## config.mk

```make
export PLATFORM = sky130hd
export DESIGN_NAME = power_on_io_release_sequencer
export DESIGN_NICKNAME = d
export VERILOG_FILES = /design/src/core/por_seq_pkg.sv /design/src/core/power_on_io_release_sequencer.sv
export SDC_FILE = /design/constraint.sdc
export NUM_CORES = 1
export LEC_CHECK = 0
export BUFFER_PORTS_ARGS = -buffer_cell sky130_fd_sc_hd__buf_4
export CAP_MARGIN = 15
export CORE_ASPECT_RATIO = 0.7
export CORE_MARGIN = 2
export CORE_UTILIZATION = 30
export CTS_CLUSTER_SIZE = 14
export DETAILED_ROUTE_END_ITERATION = 6
export SLEW_MARGIN = 20
export SYNTH_ARGS = -nofsm -noshare
export SYNTH_HDL_FRONTEND = slang
export SYNTH_SLANG_ARGS = --single-unit
export TNS_END_PERCENT = 20
```

## constraint.sdc

```tcl
create_clock -name i_core_clk -period 5.3 [get_ports i_core_clk]
set_input_delay 1.325 -clock i_core_clk [delete_from_list [all_inputs] [get_ports i_core_clk]]
set_output_delay 1.325 -clock i_core_clk [all_outputs]
set_load 0.02 [all_outputs]
```

## src/core/por_seq_pkg.sv

```systemverilog
// constants and carrier types for the power-on io release sequencer
// How it works
// any supply low asserts supply guard cutoff
// pins tri-stated until user mode entered
// weak pull-ups enabled during configuration download
// download starts when core supply good
// download finishes within configuration time
// user mode needs banks good, plus 2us; the 2us wait is skipped if banks are already good when the download ends
// no supply monitoring once in user mode
// core cycled low restarts the download
// registers cleared and released before io
// clear pin option holds registers cleared
// output enable option holds tri-states longer
// synchronised inputs, counted delays, restart on drop
package por_seq_pkg;
	localparam int  CLK_MHZ        = 200;
	localparam int  N_BANKS        = 4;
	// configuration time in microseconds
	localparam int  CFG_TIME_US    = 200;
	localparam int  CFG_CYC        = CFG_TIME_US * CLK_MHZ;
	localparam int  BANK_DLY_US    = 2;
	localparam int  BANK_DLY_CYC   = BANK_DLY_US * CLK_MHZ;
	localparam int  CNT_W          = 17;
	localparam logic [CNT_W-1:0] CNT_RST = 17'h00000;

	typedef enum logic [2:0] {
		ST_OFF   = 3'b000,
		ST_LOAD  = 3'b001,
		ST_BANKW = 3'b011,
		ST_CLR   = 3'b010,
		ST_USER  = 3'b110
	} seq_state_t;

	typedef struct packed {
		logic core_good;
		logic [N_BANKS-1:0] bank_good;
	} supply_t;

	typedef struct packed {
		logic dev_clr_en;
		logic device_wide_output_enable_en;
	} option_t;
endpackage : por_seq_pkg

```

## src/core/power_on_io_release_sequencer.sv

```systemverilog
// power-on sequencing: supply guard, download timing, io release
`timescale 1ns/1ps
module power_on_io_release_sequencer #(
	parameter int CFG_CYCLES = por_seq_pkg::CFG_CYC
) (
	input  wire logic                i_core_clk,   // 200 MHz time base
	input  wire logic                i_nrst,       // sync reset, low
	input  wire por_seq_pkg::supply_t i_supply,    // supply good, async
	input  wire por_seq_pkg::option_t i_options,   // pin options, static
	input  wire logic                i_device_wide_clear_n,      // pin
	input  wire logic                i_device_wide_output_enable, // pin
	output logic                     o_supply_guard_cutoff, // buffers off
	output logic                     o_io_oe_n,     // low: user drives io
	output logic                     o_weak_pullup, // download pull-ups
	output logic                     o_download,    // config in progress
	output logic                     o_reg_clear,   // core regs held clear
	output logic                     o_user_mode    // user mode entered
);
	// ***************
	// synchronisers
	// ***************
	localparam int SW = por_seq_pkg::N_BANKS + 3;
	logic [SW-1:0] meta_r;
	logic [SW-1:0] sync_r;
	always_ff @(posedge i_core_clk)
		if (!i_nrst)
		begin
			meta_r <= '0;
			sync_r <= '0;
		end
		else
		begin
			meta_r <= {i_supply, i_device_wide_clear_n,
				i_device_wide_output_enable};
			sync_r <= meta_r;
		end

	logic core_ok;
	logic banks_ok;
	logic clr_n_s;
	logic oe_s;
	assign core_ok  = sync_r[SW-1];
	assign banks_ok = &sync_r[SW-2:2];
	assign clr_n_s  = sync_r[1];
	assign oe_s     = sync_r[0];

	// ***************
	// sequencer
	// ***************
	por_seq_pkg::seq_state_t state_r;
	logic [por_seq_pkg::CNT_W-1:0] cnt_r;
	localparam logic [por_seq_pkg::CNT_W-1:0] CFG_LAST =
		por_seq_pkg::CNT_W'(CFG_CYCLES - 1);
	localparam logic [por_seq_pkg::CNT_W-1:0] BANK_LAST =
		por_seq_pkg::CNT_W'(por_seq_pkg::BANK_DLY_CYC - 1);

	// one increment for the sequencer and the assertion helpers
	function automatic logic [por_seq_pkg::CNT_W-1:0] cnt_inc(
		input logic [por_seq_pkg::CNT_W-1:0] c
	);
		return c + por_seq_pkg::CNT_W'(1);
	endfunction : cnt_inc

	always_ff @(posedge i_core_clk)
		if (!i_nrst)
		begin
			state_r <= por_seq_pkg::ST_OFF;
			cnt_r   <= por_seq_pkg::CNT_RST;
		end
		else
		begin
			unique case (state_r)
			por_seq_pkg::ST_OFF:
				if (core_ok)
				begin
					state_r <= por_seq_pkg::ST_LOAD;
					cnt_r   <= por_seq_pkg::CNT_RST;
				end
			por_seq_pkg::ST_LOAD:
				if (!core_ok)
					state_r <= por_seq_pkg::ST_OFF;
				else if (cnt_r == CFG_LAST)
				begin
					cnt_r   <= por_seq_pkg::CNT_RST;
					// banks already good: no extra wait
					state_r <= banks_ok ? por_seq_pkg::ST_CLR
						: por_seq_pkg::ST_BANKW;
				end
				else
					cnt_r <= cnt_inc(cnt_r);
			por_seq_pkg::ST_BANKW:
				if (!core_ok)
					state_r <= por_seq_pkg::ST_OFF;
				else if (!banks_ok)
					cnt_r <= por_seq_pkg::CNT_RST;
				else if (cnt_r == BANK_LAST)
					state_r <= por_seq_pkg::ST_CLR;
				else
					cnt_r <= cnt_inc(cnt_r);
			por_seq_pkg::ST_CLR:
				// one cycle of clear before io release
				if (!core_ok)
					state_r <= por_seq_pkg::ST_OFF;
				else
					state_r <= por_seq_pkg::ST_USER;
			por_seq_pkg::ST_USER:
				// supplies ignored: only reset leaves here
				state_r <= por_seq_pkg::ST_USER;
			default:
				state_r <= por_seq_pkg::ST_OFF;
			endcase
		end

	// ***************
	// outputs
	// ***************
	logic user;
	assign user = (state_r == por_seq_pkg::ST_USER);

	always_ff @(posedge i_core_clk)
		if (!i_nrst)
			o_supply_guard_cutoff <= 1'b1;
		else
			// in user mode the guard no longer follows supplies
			o_supply_guard_cutoff <= !user &&
				!(core_ok && banks_ok);

	always_ff @(posedge i_core_clk)
		if (!i_nrst)
			o_io_oe_n <= 1'b1;
		else
			o_io_oe_n <= !(user &&
				(!i_options.device_wide_output_enable_en || oe_s));

	always_ff @(posedge i_core_clk)
		if (!i_nrst)
			o_weak_pullup <= 1'b1;
		else
			o_weak_pullup <= !user;

	always_ff @(posedge i_core_clk)
		if (!i_nrst)
			o_download <= 1'b0;
		else
			o_download <= (state_r == por_seq_pkg::ST_LOAD);

	always_ff @(posedge i_core_clk)
		if (!i_nrst)
			o_reg_clear <= 1'b1;
		else
			o_reg_clear <= !(state_r == por_seq_pkg::ST_CLR || user) ||
				(i_options.dev_clr_en && !clr_n_s);

	always_ff @(posedge i_core_clk)
		if (!i_nrst)
			o_user_mode <= 1'b0;
		else
			o_user_mode <= user;

	// ***************
	// assertion helpers
	// ***************
	// saturating, so a stuck state cannot wrap back to zero
	logic [por_seq_pkg::CNT_W-1:0] dl_len_r;
	logic [por_seq_pkg::CNT_W-1:0] bank_run_r;

	always_ff @(posedge i_core_clk)
		if (!i_nrst || !o_download)
			dl_len_r <= por_seq_pkg::CNT_RST;
		else if (dl_len_r != '1)
			dl_len_r <= cnt_inc(dl_len_r);

	// banks good without a break, counted apart from the sequencer
	always_ff @(posedge i_core_clk)
		if (!i_nrst || !banks_ok)
			bank_run_r <= por_seq_pkg::CNT_RST;
		else if (bank_run_r != '1)
			bank_run_r <= cnt_inc(bank_run_r);
endmodule : power_on_io_release_sequencer

```

# After elaboration in Yosys (flattened, before gate mapping)
# Cells that the tools add are included.
# Widths: inputs -> output; s select.
word_totals:
  register_bits: 40
  in_bits: 11
  word_cells: 58
classes:
  add_sub_neg: 1
  eq_ne: 13
  mux: 16
  reduce_logical: 18
ops:
  columns: ["cell", "n"]
  rows:
  - ["$mux 17", 6]
  - ["$pmux 17 s3", 1]
  - ["$mux 3", 7]
  - ["$add 17x1->17 const B", 1]
  - ["$eq 17x16->1 const B", 1]
  - ["$eq 17x9->1 const B", 1]
  - ["$pmux 3 s5", 1]
  - ["$ne 3x3->1 const B", 4]
  - ["$reduce_and 4->1", 2]
  - ["$eq 3x2->1 const B", 2]
  - ["$logic_not 1->1", 6]
  - ["$ne 2x2->1 const B", 3]
  - ["$reduce_and 5->1", 1]
  - ["$logic_and 1x1->1", 4]
  - ["$eq 3x1->1 const B", 1]
  - ["$eq 3x3->1 const B", 1]
  - ["$logic_not 3->1", 1]
  - ["$logic_or 1x1->1", 3]
  - ["$reduce_bool 3->1", 1]
  - ["$mux 1", 1]

# Logic depth before layout (Yosys ltp)
# Gate-level depths: netlist (run 1).
logic_depth:
  word_depth: 5
  ltp_mapped: 7
  ltp_nobuf: 6

# Worst setup path after synthesis (run 1)
# Ideal clock, no wire load.
synth_timing:
  kind: "input to register"
  from: "input i_nrst"
  to: "register cnt_r[4] (netlist bit)"
  setup_time_ns: 0.069
  arrival_time_ns: 2.055
  t_required_ns: 5.231
  slack_ns: 3.176
  path_stages: 4
  cell_sequence: "nand2_1 -> a311oi_1 -> a22oi_1 -> o21ai_1"
synth_rtl:
  columns: ["element", "line", "text"]
  rows:
  - ["start: declaration", "power_on_io_release_sequencer.sv:7", "input wire logic i_nrst,"]
  - ["end signal: assignment", "power_on_io_release_sequencer.sv:68", "cnt_r <= por_seq_pkg::CNT_RST;"]
  - ["end signal: assignment", "power_on_io_release_sequencer.sv:77", "cnt_r <= por_seq_pkg::CNT_RST;"]
  - ["end signal: assignment", "power_on_io_release_sequencer.sv:84", "cnt_r <= por_seq_pkg::CNT_RST;"]
  - ["end: declaration", "power_on_io_release_sequencer.sv:51", "logic [por_seq_pkg::CNT_W-1:0] cnt_r;"]

==> results of run 1 <==
sequential cells by signal (all words and copies together) (netlist names):
name / flops
cnt_r: 17
meta_r: 7
sync_r: 7
state_r: 3
o_download: 1
o_io_oe_n: 1
o_reg_clear: 1
o_supply_guard_cutoff: 1
o_user_mode: 1
o_weak_pullup: 1
cells in the final DEF, fill, tap and decap left out, types with 2 or more instances in the layout:
master                     netlist  layout
sky130_fd_sc_hd__a21boi_1        2       2
sky130_fd_sc_hd__a21oi_1         5       5
sky130_fd_sc_hd__and2_1         15      15
sky130_fd_sc_hd__and3_1          2       2
sky130_fd_sc_hd__and4_1          2       2
sky130_fd_sc_hd__buf_4           0      16
sky130_fd_sc_hd__clkbuf_8        0       5
sky130_fd_sc_hd__dfxtp_1        40      40
sky130_fd_sc_hd__inv_1           4       4
sky130_fd_sc_hd__inv_2           2       2
sky130_fd_sc_hd__nand2_1         4       4
sky130_fd_sc_hd__nand3_1        12      12
sky130_fd_sc_hd__nand3b_1        3       3
sky130_fd_sc_hd__nand4_1         9       9
sky130_fd_sc_hd__nor2_1         16      16
sky130_fd_sc_hd__nor2b_1         4       4
sky130_fd_sc_hd__nor4_1          2       2
sky130_fd_sc_hd__o21ai_1         9       9
sky130_fd_sc_hd__o21ai_2         2       2
sky130_fd_sc_hd__or3_1           4       4
sky130_fd_sc_hd__or4_1           2       2
sky130_fd_sc_hd__xor2_1          8       8
where the power goes:
| part | internal (µW) | leakage (µW) | total, µW | switching, µW |
|---|---|---|---|---|
| clock network | 139 | 0.0000541 | 244 | 105 |
| registers | 306 | 0.000326 | 308 | 2.19 |
| logic | 10.2 | 0.000324 | 20.3 | 10.2 |
cell usage after synthesis, types with 2 or more instances:
cell type,number
sky130_fd_sc_hd__dfxtp_1,40
sky130_fd_sc_hd__nor2_1,16
sky130_fd_sc_hd__and2_1,15
sky130_fd_sc_hd__nand3_1,12
sky130_fd_sc_hd__nand4_1,9
sky130_fd_sc_hd__o21ai_1,9
sky130_fd_sc_hd__xor2_1,8
sky130_fd_sc_hd__a21oi_1,5
sky130_fd_sc_hd__inv_1,4
sky130_fd_sc_hd__nand2_1,4
sky130_fd_sc_hd__nor2b_1,4
sky130_fd_sc_hd__or3_1,4
sky130_fd_sc_hd__nand3b_1,3
sky130_fd_sc_hd__a21boi_1,2
sky130_fd_sc_hd__and3_1,2
sky130_fd_sc_hd__and4_1,2
sky130_fd_sc_hd__clkbuf_1,2
sky130_fd_sc_hd__inv_2,2
sky130_fd_sc_hd__nor4_1,2
sky130_fd_sc_hd__o21ai_2,2
sky130_fd_sc_hd__or4_1,2
cells by family after synthesis:
group / after synthesis / share of synthesized area
simple gates: 86 / 0.3220
flops: 40 / 0.4848
compound gates: 25 / 0.1038
buf+inv: 10 / 0.02803
xor+xnor: 9 / 0.04773
mux: 1 / 0.006061
fa+ha+maj: 1 / 0.007575
stage by stage:
step / instance area (µm²) / worst slack (ns) / total power (µW) / instances
6_report: 1949 / 2.975 / 572.4 / 264
5_1_grt: 1949 / 2.785 / 596.0 / 264
4_1_cts: 1949 / 2.984 / 579.4 / 264
3_5_place_dp: 1838 / 2.727 / 336.0 / 256
3_3_place_gp: 1838 / 2.780 / 335.4 / 256
2_1_floorplan: 1652 / 3.176 / 327.2 / 172
cell type report:
class	instances	area share
Tap cell	72	0.04621
Clock buffer	5	0.03530
Timing Repair Buffer	16	0.06162
Clock inverter	3	0.02182
Multi-Input combinational cell	122	0.4127
Sequential cell	40	0.4108
Inverter	6	0.01155
per-layer routing:
| metal | routed length (µm) | GRT usage |
|---|---|---|
| met5 | 0 | 0 |
| met4 | 12 | 0.03860 |
| met3 | 173 | 0.04447 |
| met2 | 1208 | 0.1560 |
| met1 | 1868 | 0.1692 |
worst paths after layout:
path	from	end	slack, ns
max	i_nrst	cnt_r[4]	2.98
min	sync_r[1]	o_reg_clear	0.40
max reg2reg	cnt_r[9]	cnt_r[7]	3.17
min reg2reg	sync_r[1]	o_reg_clear	0.40
==> impl_metrics.toml, run 1 <==
[sta]
worst_slew_pin_tran_ns = 0.6939
max-slew-margin-rel = 0.5343
finalSetupViolations = 0
layout_min_cycle_time_ns = 2.325
timing.fmax_mhz = 430.1
fin_hold_ws_ns = 0.3985
rsz0062_at_grt = "no"
finalCritPeriodShare = 0.4387
worst_clock_skew_ns = 0.01026
number_of_hold_slack_violations_in_the_final_timing_report = 0
setup_tns_ns = 0
timing.final.max_slew_violations = 0

[logic_synthesis]
synth.lib_cells_used.distinct = 44
average_footprint_of_a_synthesized_cell_um2 = 9.602
synth_top_area_share = 0.4848
synth_warnings = 0
synth_largest_area_cell = "sky130_fd_sc_hd__dfxtp_1"
yosys_register_bits = 40
mappedNetlistArea_um2 = 1652
fraction_of_the_yosys_area_taken_by_sequential_cells = 0.4848
synth_flop_cell = "sky130_fd_sc_hd__dfxtp_1"
fraction_of_synthesis_flops_using_an_asynchronous_set_or_reset_pin = 0
synth.top_cells.by_area = "sky130_fd_sc_hd__dfxtp_1 (48%), sky130_fd_sc_hd__and2_1 (5.7%), sky130_fd_sc_hd__xor2_1 (4.2%)"
syn-instance-count = 172
synth_edf_count = 0
synthesis.nets = 184

[global_routing]
grt.total_usage = 0.1167
grt_max_degree = 26
grt_antenna_before_repair = 0
grt_overflow_total = 0
first_global_vias = 1147
global_route_wire_length_before_repair_mm = 5.485

[finish]
diodes = 0
layout-drive-gt1-share = 0.1771
number_of_fillers_in_the_final_layout = 542
sequential_area_um2 = 800.8
multi_input_comb_area_um2 = 804.5
design.final.nets = 203
area_delta_synth_final_pct = 18.03
postLayoutCoreUtil = 0.3688

[floorplanning]
floorplan.die_area_um2 = 6125
die_y_um = 66.08
design.portCount = 17
rows = 22
core_ar_um2 = 5285
die_width_um = 92.69
floorplan.initialDensity = 0.3125

[critical_path]
critical_path_depth = 5
r2r.worst_path.cells = 5
crit_path_top_delay_cell = "sky130_fd_sc_hd__a311oi_1"
worst-endpoint-arrival_ns = 2.55
critical_path.startpoint_type = "input port"
worst_path_dominant_cell_family = "compound AO/OA/AOI/OAI gates"
critical_path.cell_chain = "buf_4 > nand2_1 > a311oi_1 > a22oi_1 > o21ai_1"
crit_path_max_fanout = 25
critical_path.n_buffers_inverters = 1
critPathMaxStageDelay_ns = 0.61
worst_ep_required_time_ns = 5.53
path_class = "input port to flip-flop"
setup.worst_path.end_class = "flip-flop"

[placement]
finalWeightedCongestion = 0.7987
dpl.hpwl_mm = 2.313
buffer_ports.inserted = 16

[clocking]
cts_num_sinks = 40
post_cts_resize_count = 0
buffer_levels_on_the_longest_clock_path = 2
post_cts_buffers = 0
tritoncts = "built"
insertion_delay_ns = 0.29
clock_transition_time_at_the_flip_flop_clock_pins_of_the_worst_setup_and_hold_paths_ns = 0.08
cts_root_buffer = "sky130_fd_sc_hd__clkbuf_8"
post_cts_hold_buffer_count = 0
cts_buffers = 5
h-tree-depth = 2

[drt]
wl_mm = 3.263
routed_wire_length_per_instance_um = 12.36
drt.antenna.violating_nets = 0
detailedRoute.firstPassIterationCount = 4
drt-vias-per-instance = 4.864
route.vias.total = 1284
drt-initial-drc-count = 79
drt_drc_violations_left = 0

[run_status]
outcome = "finished clean"

[flow_run]
max_cap_violations = 0

[hold_path]
hold-path-cell-count = 1
worst_hold_path_type = "flip-flop to flip-flop"

[power]
vdd_ir_drop_max_mv = 0.1278
power.density_cell_area_nw_per_um2 = 293.6
p_leak_uw = 0.0007033
Note: power is estimated with default switching activity, not from simulation.
==> run 2: changes to the inputs <==
==> constraint.sdc (replaced) <==
create_clock -name i_core_clk -period 2 [get_ports i_core_clk]
set_input_delay 0.5 -clock i_core_clk [delete_from_list [all_inputs] [get_ports i_core_clk]]
set_output_delay 0.5 -clock i_core_clk [all_outputs]
set_load 0.02 [all_outputs]
==> impl_metrics.toml, run 2 (synthesized netlist as in run 1, its figures left out) <==
[run_status]
outcome = "finished clean"

[clocking]
cts_num_sinks = 40
tritoncts = "built"
clock_transition_time_at_the_flip_flop_clock_pins_of_the_worst_setup_and_hold_paths_ns = 0.08
h-tree-depth = 2
insertion_delay_ns = 0.29
buffer_levels_on_the_longest_clock_path = 2
cts_root_buffer = "sky130_fd_sc_hd__clkbuf_8"
post_cts_hold_buffer_count = 0
cts_buffers = 5

[finish]
sequential_area_um2 = 800.8
diodes = 0
registers.top_by_ff_count = "cnt_r"
most_common_cell_after_layout_fill_and_taps_aside = "sky130_fd_sc_hd__dfxtp_1"
reg_top3 = "cnt_r: 17 flops, meta_r: 7 flops, sync_r: 7 flops"
area_delta_synth_final_pct = 28.64
largest_reg_flops = 17
layout-drive-gt1-share = 0.2427
multi_input_comb_area_um2 = 814.5
design.final.nets = 217
layout_common_cells = "sky130_fd_sc_hd__dfxtp_1 (40), sky130_fd_sc_hd__buf_4 (29), sky130_fd_sc_hd__nor2_1 (16), sky130_fd_sc_hd__and2_1 (15), sky130_fd_sc_hd__nand3_1 (12)"
number_of_fillers_in_the_final_layout = 537
final_cell_area_excluding_filler_cells_um2 = 2125

[critical_path]
path_class = "flip-flop to flip-flop"
setup.worst_path.end_class = "flip-flop"
worst-endpoint-arrival_ns = 2.05
worst_ep_required_time_ns = 2.16
crit_path_max_fanout = 13
critical_path.startpoint_type = "flip-flop"

[placement]
finalWeightedCongestion = 0.8807
dpl.hpwl_mm = 2.572
detailed_place.area_um2 = 1956
buffer_ports.inserted = 16

[floorplanning]
rows = 22
core_ar_um2 = 5285
floorplan.die_area_um2 = 6125
die_width_um = 92.69
die_y_um = 66.08
floorplan.initialDensity = 0.3125
design.portCount = 17

[global_routing]
grt_overflow_total = 0
grt_antenna_before_repair = 0
grt.total_usage = 0.1240
grt_max_degree = 25
first_global_vias = 1230
global_route_wire_length_before_repair_mm = 5.851

[sta]
setup_tns_ns = 0
layout_min_cycle_time_ns = 1.888
max-slew-margin-rel = 0.6258
worst_clock_skew_ns = 0.007346
finalCritPeriodShare = 0.9438
finalSetupViolations = 0
timing.fmax_mhz = 529.8
timing.final.max_slew_violations = 0
number_of_hold_slack_violations_in_the_final_timing_report = 0
rsz0062_at_grt = "no"
worst_slew_pin_tran_ns = 0.5576

[power]
vdd_ir_drop_max_mv = 0.5498
power.density_cell_area_nw_per_um2 = 837.4
p_leak_uw = 0.0008031

[drt]
drt-vias-per-instance = 4.813
wl_mm = 3.492
drt-initial-drc-count = 140
drt.antenna.violating_nets = 0
route.vias.total = 1338
routed_wire_length_per_instance_um = 12.56
drt_drc_violations_left = 0
detailedRoute.firstPassIterationCount = 4

[hold_path]
worst_hold_path_type = "flip-flop to flip-flop"

[flow_run]
max_cap_violations = 0
## run 2: layout make-up
type                            instances  share of cell area
Sequential cell                        40              0.3769
Clock inverter                          3             0.04240
Timing Repair Buffer                   30              0.1119
Clock buffer                            5             0.03239
Inverter                                6             0.01060
Tap cell                               72             0.04240
Multi-Input combinational cell        122              0.3834
## run 2: what timing repair did
item / CTS / global route
endpoints found under the hold margin: 0 / 0
gates resized for setup: 0 / 2
buffers inserted: 0 / 0
endpoints found under the setup margin: 0 / 1
## run 2: worst paths after layout
| check | startpoint | end | slack [ns] | depth (start not counted) |
|---|---|---|---|---|
| setup / recovery | cnt_r[9] | cnt_r[8] | 0.11 | 6 |
| hold / removal | sync_r[1] | o_reg_clear | 0.40 | 1 |
| setup reg to reg | cnt_r[9] | cnt_r[8] | 0.11 | 6 |
| hold reg to reg | sync_r[1] | o_reg_clear | 0.40 | 1 |
## run 2: routing by layer
metal | share of wire | wire length, µm | global-route usage | up-vias
met5 | 0 | 0 | 0 | -
met4 | 0.0072 | 25 | 0.03309 | 0
met3 | 0.056 | 196 | 0.04105 | 4
met2 | 0.38 | 1333 | 0.1706 | 29
met1 | 0.55 | 1936 | 0.1829 | 628
li1 | - | - | - | 677
## run 2: per-stage QoR
step / worst slack [ns] / util / hold slack (ns) / total power [µW] / cells
finish: 0.1124 / 0.4020 / 0.4015 / 1779 / 278
global route: 0.05957 / 0.4020 / 0.4033 / 1850 / 278
CTS: 0.07863 / 0.4001 / 0.3967 / 1812 / 278
detailed placement: 0.08866 / 0.3700 / 0.3916 / 901.1 / 270
global placement: 0.07563 / 0.3700 / 0.3940 / 900.7 / 270
floorplan: 0.2150 / - / 0.3812 / 867.1 / 172
## run 2: critical path, cell delays in order (launching register included)
cell                       delay (ns)
sky130_fd_sc_hd__dfxtp_1         0.37
sky130_fd_sc_hd__or4_4           0.59
sky130_fd_sc_hd__nor4_2          0.30
sky130_fd_sc_hd__a21oi_2         0.12
sky130_fd_sc_hd__o21ai_2         0.17
sky130_fd_sc_hd__buf_12          0.16
sky130_fd_sc_hd__a211oi_1        0.04
## run 2: where the power goes
part | total, µW | switching [µW] | internal (µW)
Sequential | 816 | 5.18 | 811
Combinational | 65.6 | 30.3 | 35.3
Clock | 898 | 274 | 624
==> run 3: changes to the inputs <==
--- a/config.mk
+++ b/config.mk
@@ -7,11 +7,14 @@
 export LEC_CHECK = 0
 export BUFFER_PORTS_ARGS = -buffer_cell sky130_fd_sc_hd__buf_4
 export CAP_MARGIN = 15
+export CELL_PAD_IN_SITES_DETAIL_PLACEMENT = 1
+export CELL_PAD_IN_SITES_GLOBAL_PLACEMENT = 1
 export CORE_ASPECT_RATIO = 0.7
 export CORE_MARGIN = 2
 export CORE_UTILIZATION = 30
 export CTS_CLUSTER_SIZE = 14
 export DETAILED_ROUTE_END_ITERATION = 6
+export PLACE_DENSITY_LB_ADDON = 0.1
 export SLEW_MARGIN = 20
 export SYNTH_ARGS = -nofsm -noshare
 export SYNTH_HDL_FRONTEND = slang
==> impl_metrics.toml, run 3 (synthesized netlist as in run 1, its figures left out) <==
[critical_path]
critical_path.cell_chain = "or4_4 > nor4_1 > a21oi_1 > o21ai_2 > buf_12 > a211oi_1"
worst_path_dominant_cell_family = "simple AND/OR/NAND/NOR gates"
path_class = "flip-flop to flip-flop"
crit_path_top_delay_cell = "sky130_fd_sc_hd__or4_4"
worst_ep_required_time_ns = 2.16
critical_path.n_buffers_inverters = 1
worst-endpoint-arrival_ns = 2.04
setup.worst_path.end_class = "flip-flop"
crit_path_max_fanout = 13
critPathMaxStageDelay_ns = 0.59
critical_path.startpoint_type = "flip-flop"

[clocking]
post_cts_buffers = 0
clock_transition_time_at_the_flip_flop_clock_pins_of_the_worst_setup_and_hold_paths_ns = 0.08
cts_num_sinks = 40
insertion_delay_ns = 0.29
h-tree-depth = 2
buffer_levels_on_the_longest_clock_path = 2
cts_buffers = 5
cts_root_buffer = "sky130_fd_sc_hd__clkbuf_8"
tritoncts = "built"

[floorplanning]
floorplan.initialDensity = 0.3125
die_y_um = 66.08
rows = 22
die_width_um = 92.69
core_ar_um2 = 5285
floorplan.die_area_um2 = 6125
design.portCount = 17

[power]
power_internal_uw = 1123
switching_share = 0.2166
netSwitchingPower_uw = 310.6
comb_power_share = 0.048
power.density_cell_area_nw_per_um2 = 689.4
total_power_uw = 1434
clock_group_share_of_total_power = 0.383
vdd_ir_drop_max_mv = 0.3217
power.sequential.fraction = 0.568
p_leak_uw = 0.0007938

[sta]
worst_slew_pin_tran_ns = 0.4201
number_of_hold_slack_violations_in_the_final_timing_report = 0
timing.final.max_slew_violations = 0
finalSetupViolations = 0
worst_clock_skew_ns = 0.004124
layout_min_cycle_time_ns = 1.882
timing.fmax_mhz = 531.5
finalCritPeriodShare = 0.9408
setup_tns_ns = 0
rsz0062_at_grt = "no"
max-slew-margin-rel = 0.7199

[placement]
buffer_ports.inserted = 16
finalWeightedCongestion = 0.8161
dpl.hpwl_mm = 3.167

[global_routing]
grt.total_usage = 0.1494
global_route_wire_length_before_repair_mm = 6.893
grt_max_degree = 25
first_global_vias = 1383
grt_overflow_total = 0
grt_antenna_before_repair = 0

[run_status]
outcome = "finished clean"

[drt]
route.vias.total = 1376
drt-initial-drc-count = 54
routed_wire_length_per_instance_um = 14.81
drt_drc_violations_left = 0
drt.antenna.violating_nets = 0
detailedRoute.firstPassIterationCount = 4
drt-vias-per-instance = 4.897
wl_mm = 4.163

[finish]
number_of_fillers_in_the_final_layout = 632
diodes = 0
reg_top3 = "cnt_r: 17 flops, meta_r: 7 flops, sync_r: 7 flops"
sequential_area_um2 = 800.8
layout-drive-gt1-share = 0.2536
area_delta_synth_final_pct = 25.91
largest_reg_flops = 17
layout_common_cells = "sky130_fd_sc_hd__dfxtp_1 (40), sky130_fd_sc_hd__buf_4 (32), sky130_fd_sc_hd__and2_1 (15), sky130_fd_sc_hd__nor2_1 (15), sky130_fd_sc_hd__nand3_1 (12)"
registers.top_by_ff_count = "cnt_r"
multi_input_comb_area_um2 = 813.3
most_common_cell_after_layout_fill_and_taps_aside = "sky130_fd_sc_hd__dfxtp_1"
design.final.nets = 220

[hold_path]
worst_hold_path_type = "flip-flop to flip-flop"

[flow_run]
max_cap_violations = 0
run 3: worst register-to-register path: cells and delay by family (launching register included):
kind | cells | cell delay, ns
buf+inv | 1 | 0.15
compound gates | 3 | 0.38
simple gates | 2 | 0.86
flops | 1 | 0.37
run 3: worst paths after layout:
| path | from | cells past startpoint | end | slack [ns] |
|---|---|---|---|---|
| setup / recovery | cnt_r[9] | 6 | cnt_r[8] | 0.12 |
| hold / removal | sync_r[1] | 1 | o_reg_clear | 0.40 |
| setup reg to reg | cnt_r[9] | 6 | cnt_r[8] | 0.12 |
| hold reg to reg | sync_r[1] | 1 | o_reg_clear | 0.40 |
run 3: power groups by stage:
stage | sequential (µW) | combinational [µW] | clock [µW]
2_1_floorplan | 834 | 33.2 | 0
3_5_place_dp | 834 | 70.7 | 0
5_1_grt | 817 | 77.4 | 620
4_1_cts | 815 | 71.0 | 576
6_report | 815 | 69.3 | 549
3_3_place_gp | 833 | 68.5 | 0
run 3: cell type report:
class | instances | share of cell area
Tap cell | 72 | 0.04332
Sequential cell | 40 | 0.3851
Clock buffer | 6 | 0.03971
Timing Repair Buffer | 33 | 0.1252
Clock inverter | 2 | 0.004813
Multi-Input combinational cell | 122 | 0.3911
Inverter | 6 | 0.01083
run 3: what timing repair did:
item	CTS	global route
hold buffers	0	0
endpoints found under the setup margin	0	4
gates resized for setup	0	2
run 3: metal layers:
metal | part of all wire | global-route usage
met1 | 0.51 | 0.2060
met2 | 0.45 | 0.2272
met3 | 0.032 | 0.04219
met4 | 0.0098 | 0.04596
met5 | 0 | 0
run 3: stage by stage:
step	worst slack [ns]	hold slack [ns]	cell area, µm²	util	cells
floorplan	0.2150	0.3812	1652	-	172
global placement	0.1096	0.3876	1978	0.3743	273
detailed placement	0.1014	0.3929	1978	0.3743	273
CTS	0.08731	0.4017	2071	0.3918	281
global route	0.008332	0.3929	2079	0.3935	281
finish	0.1185	0.3973	2079	0.3935	281
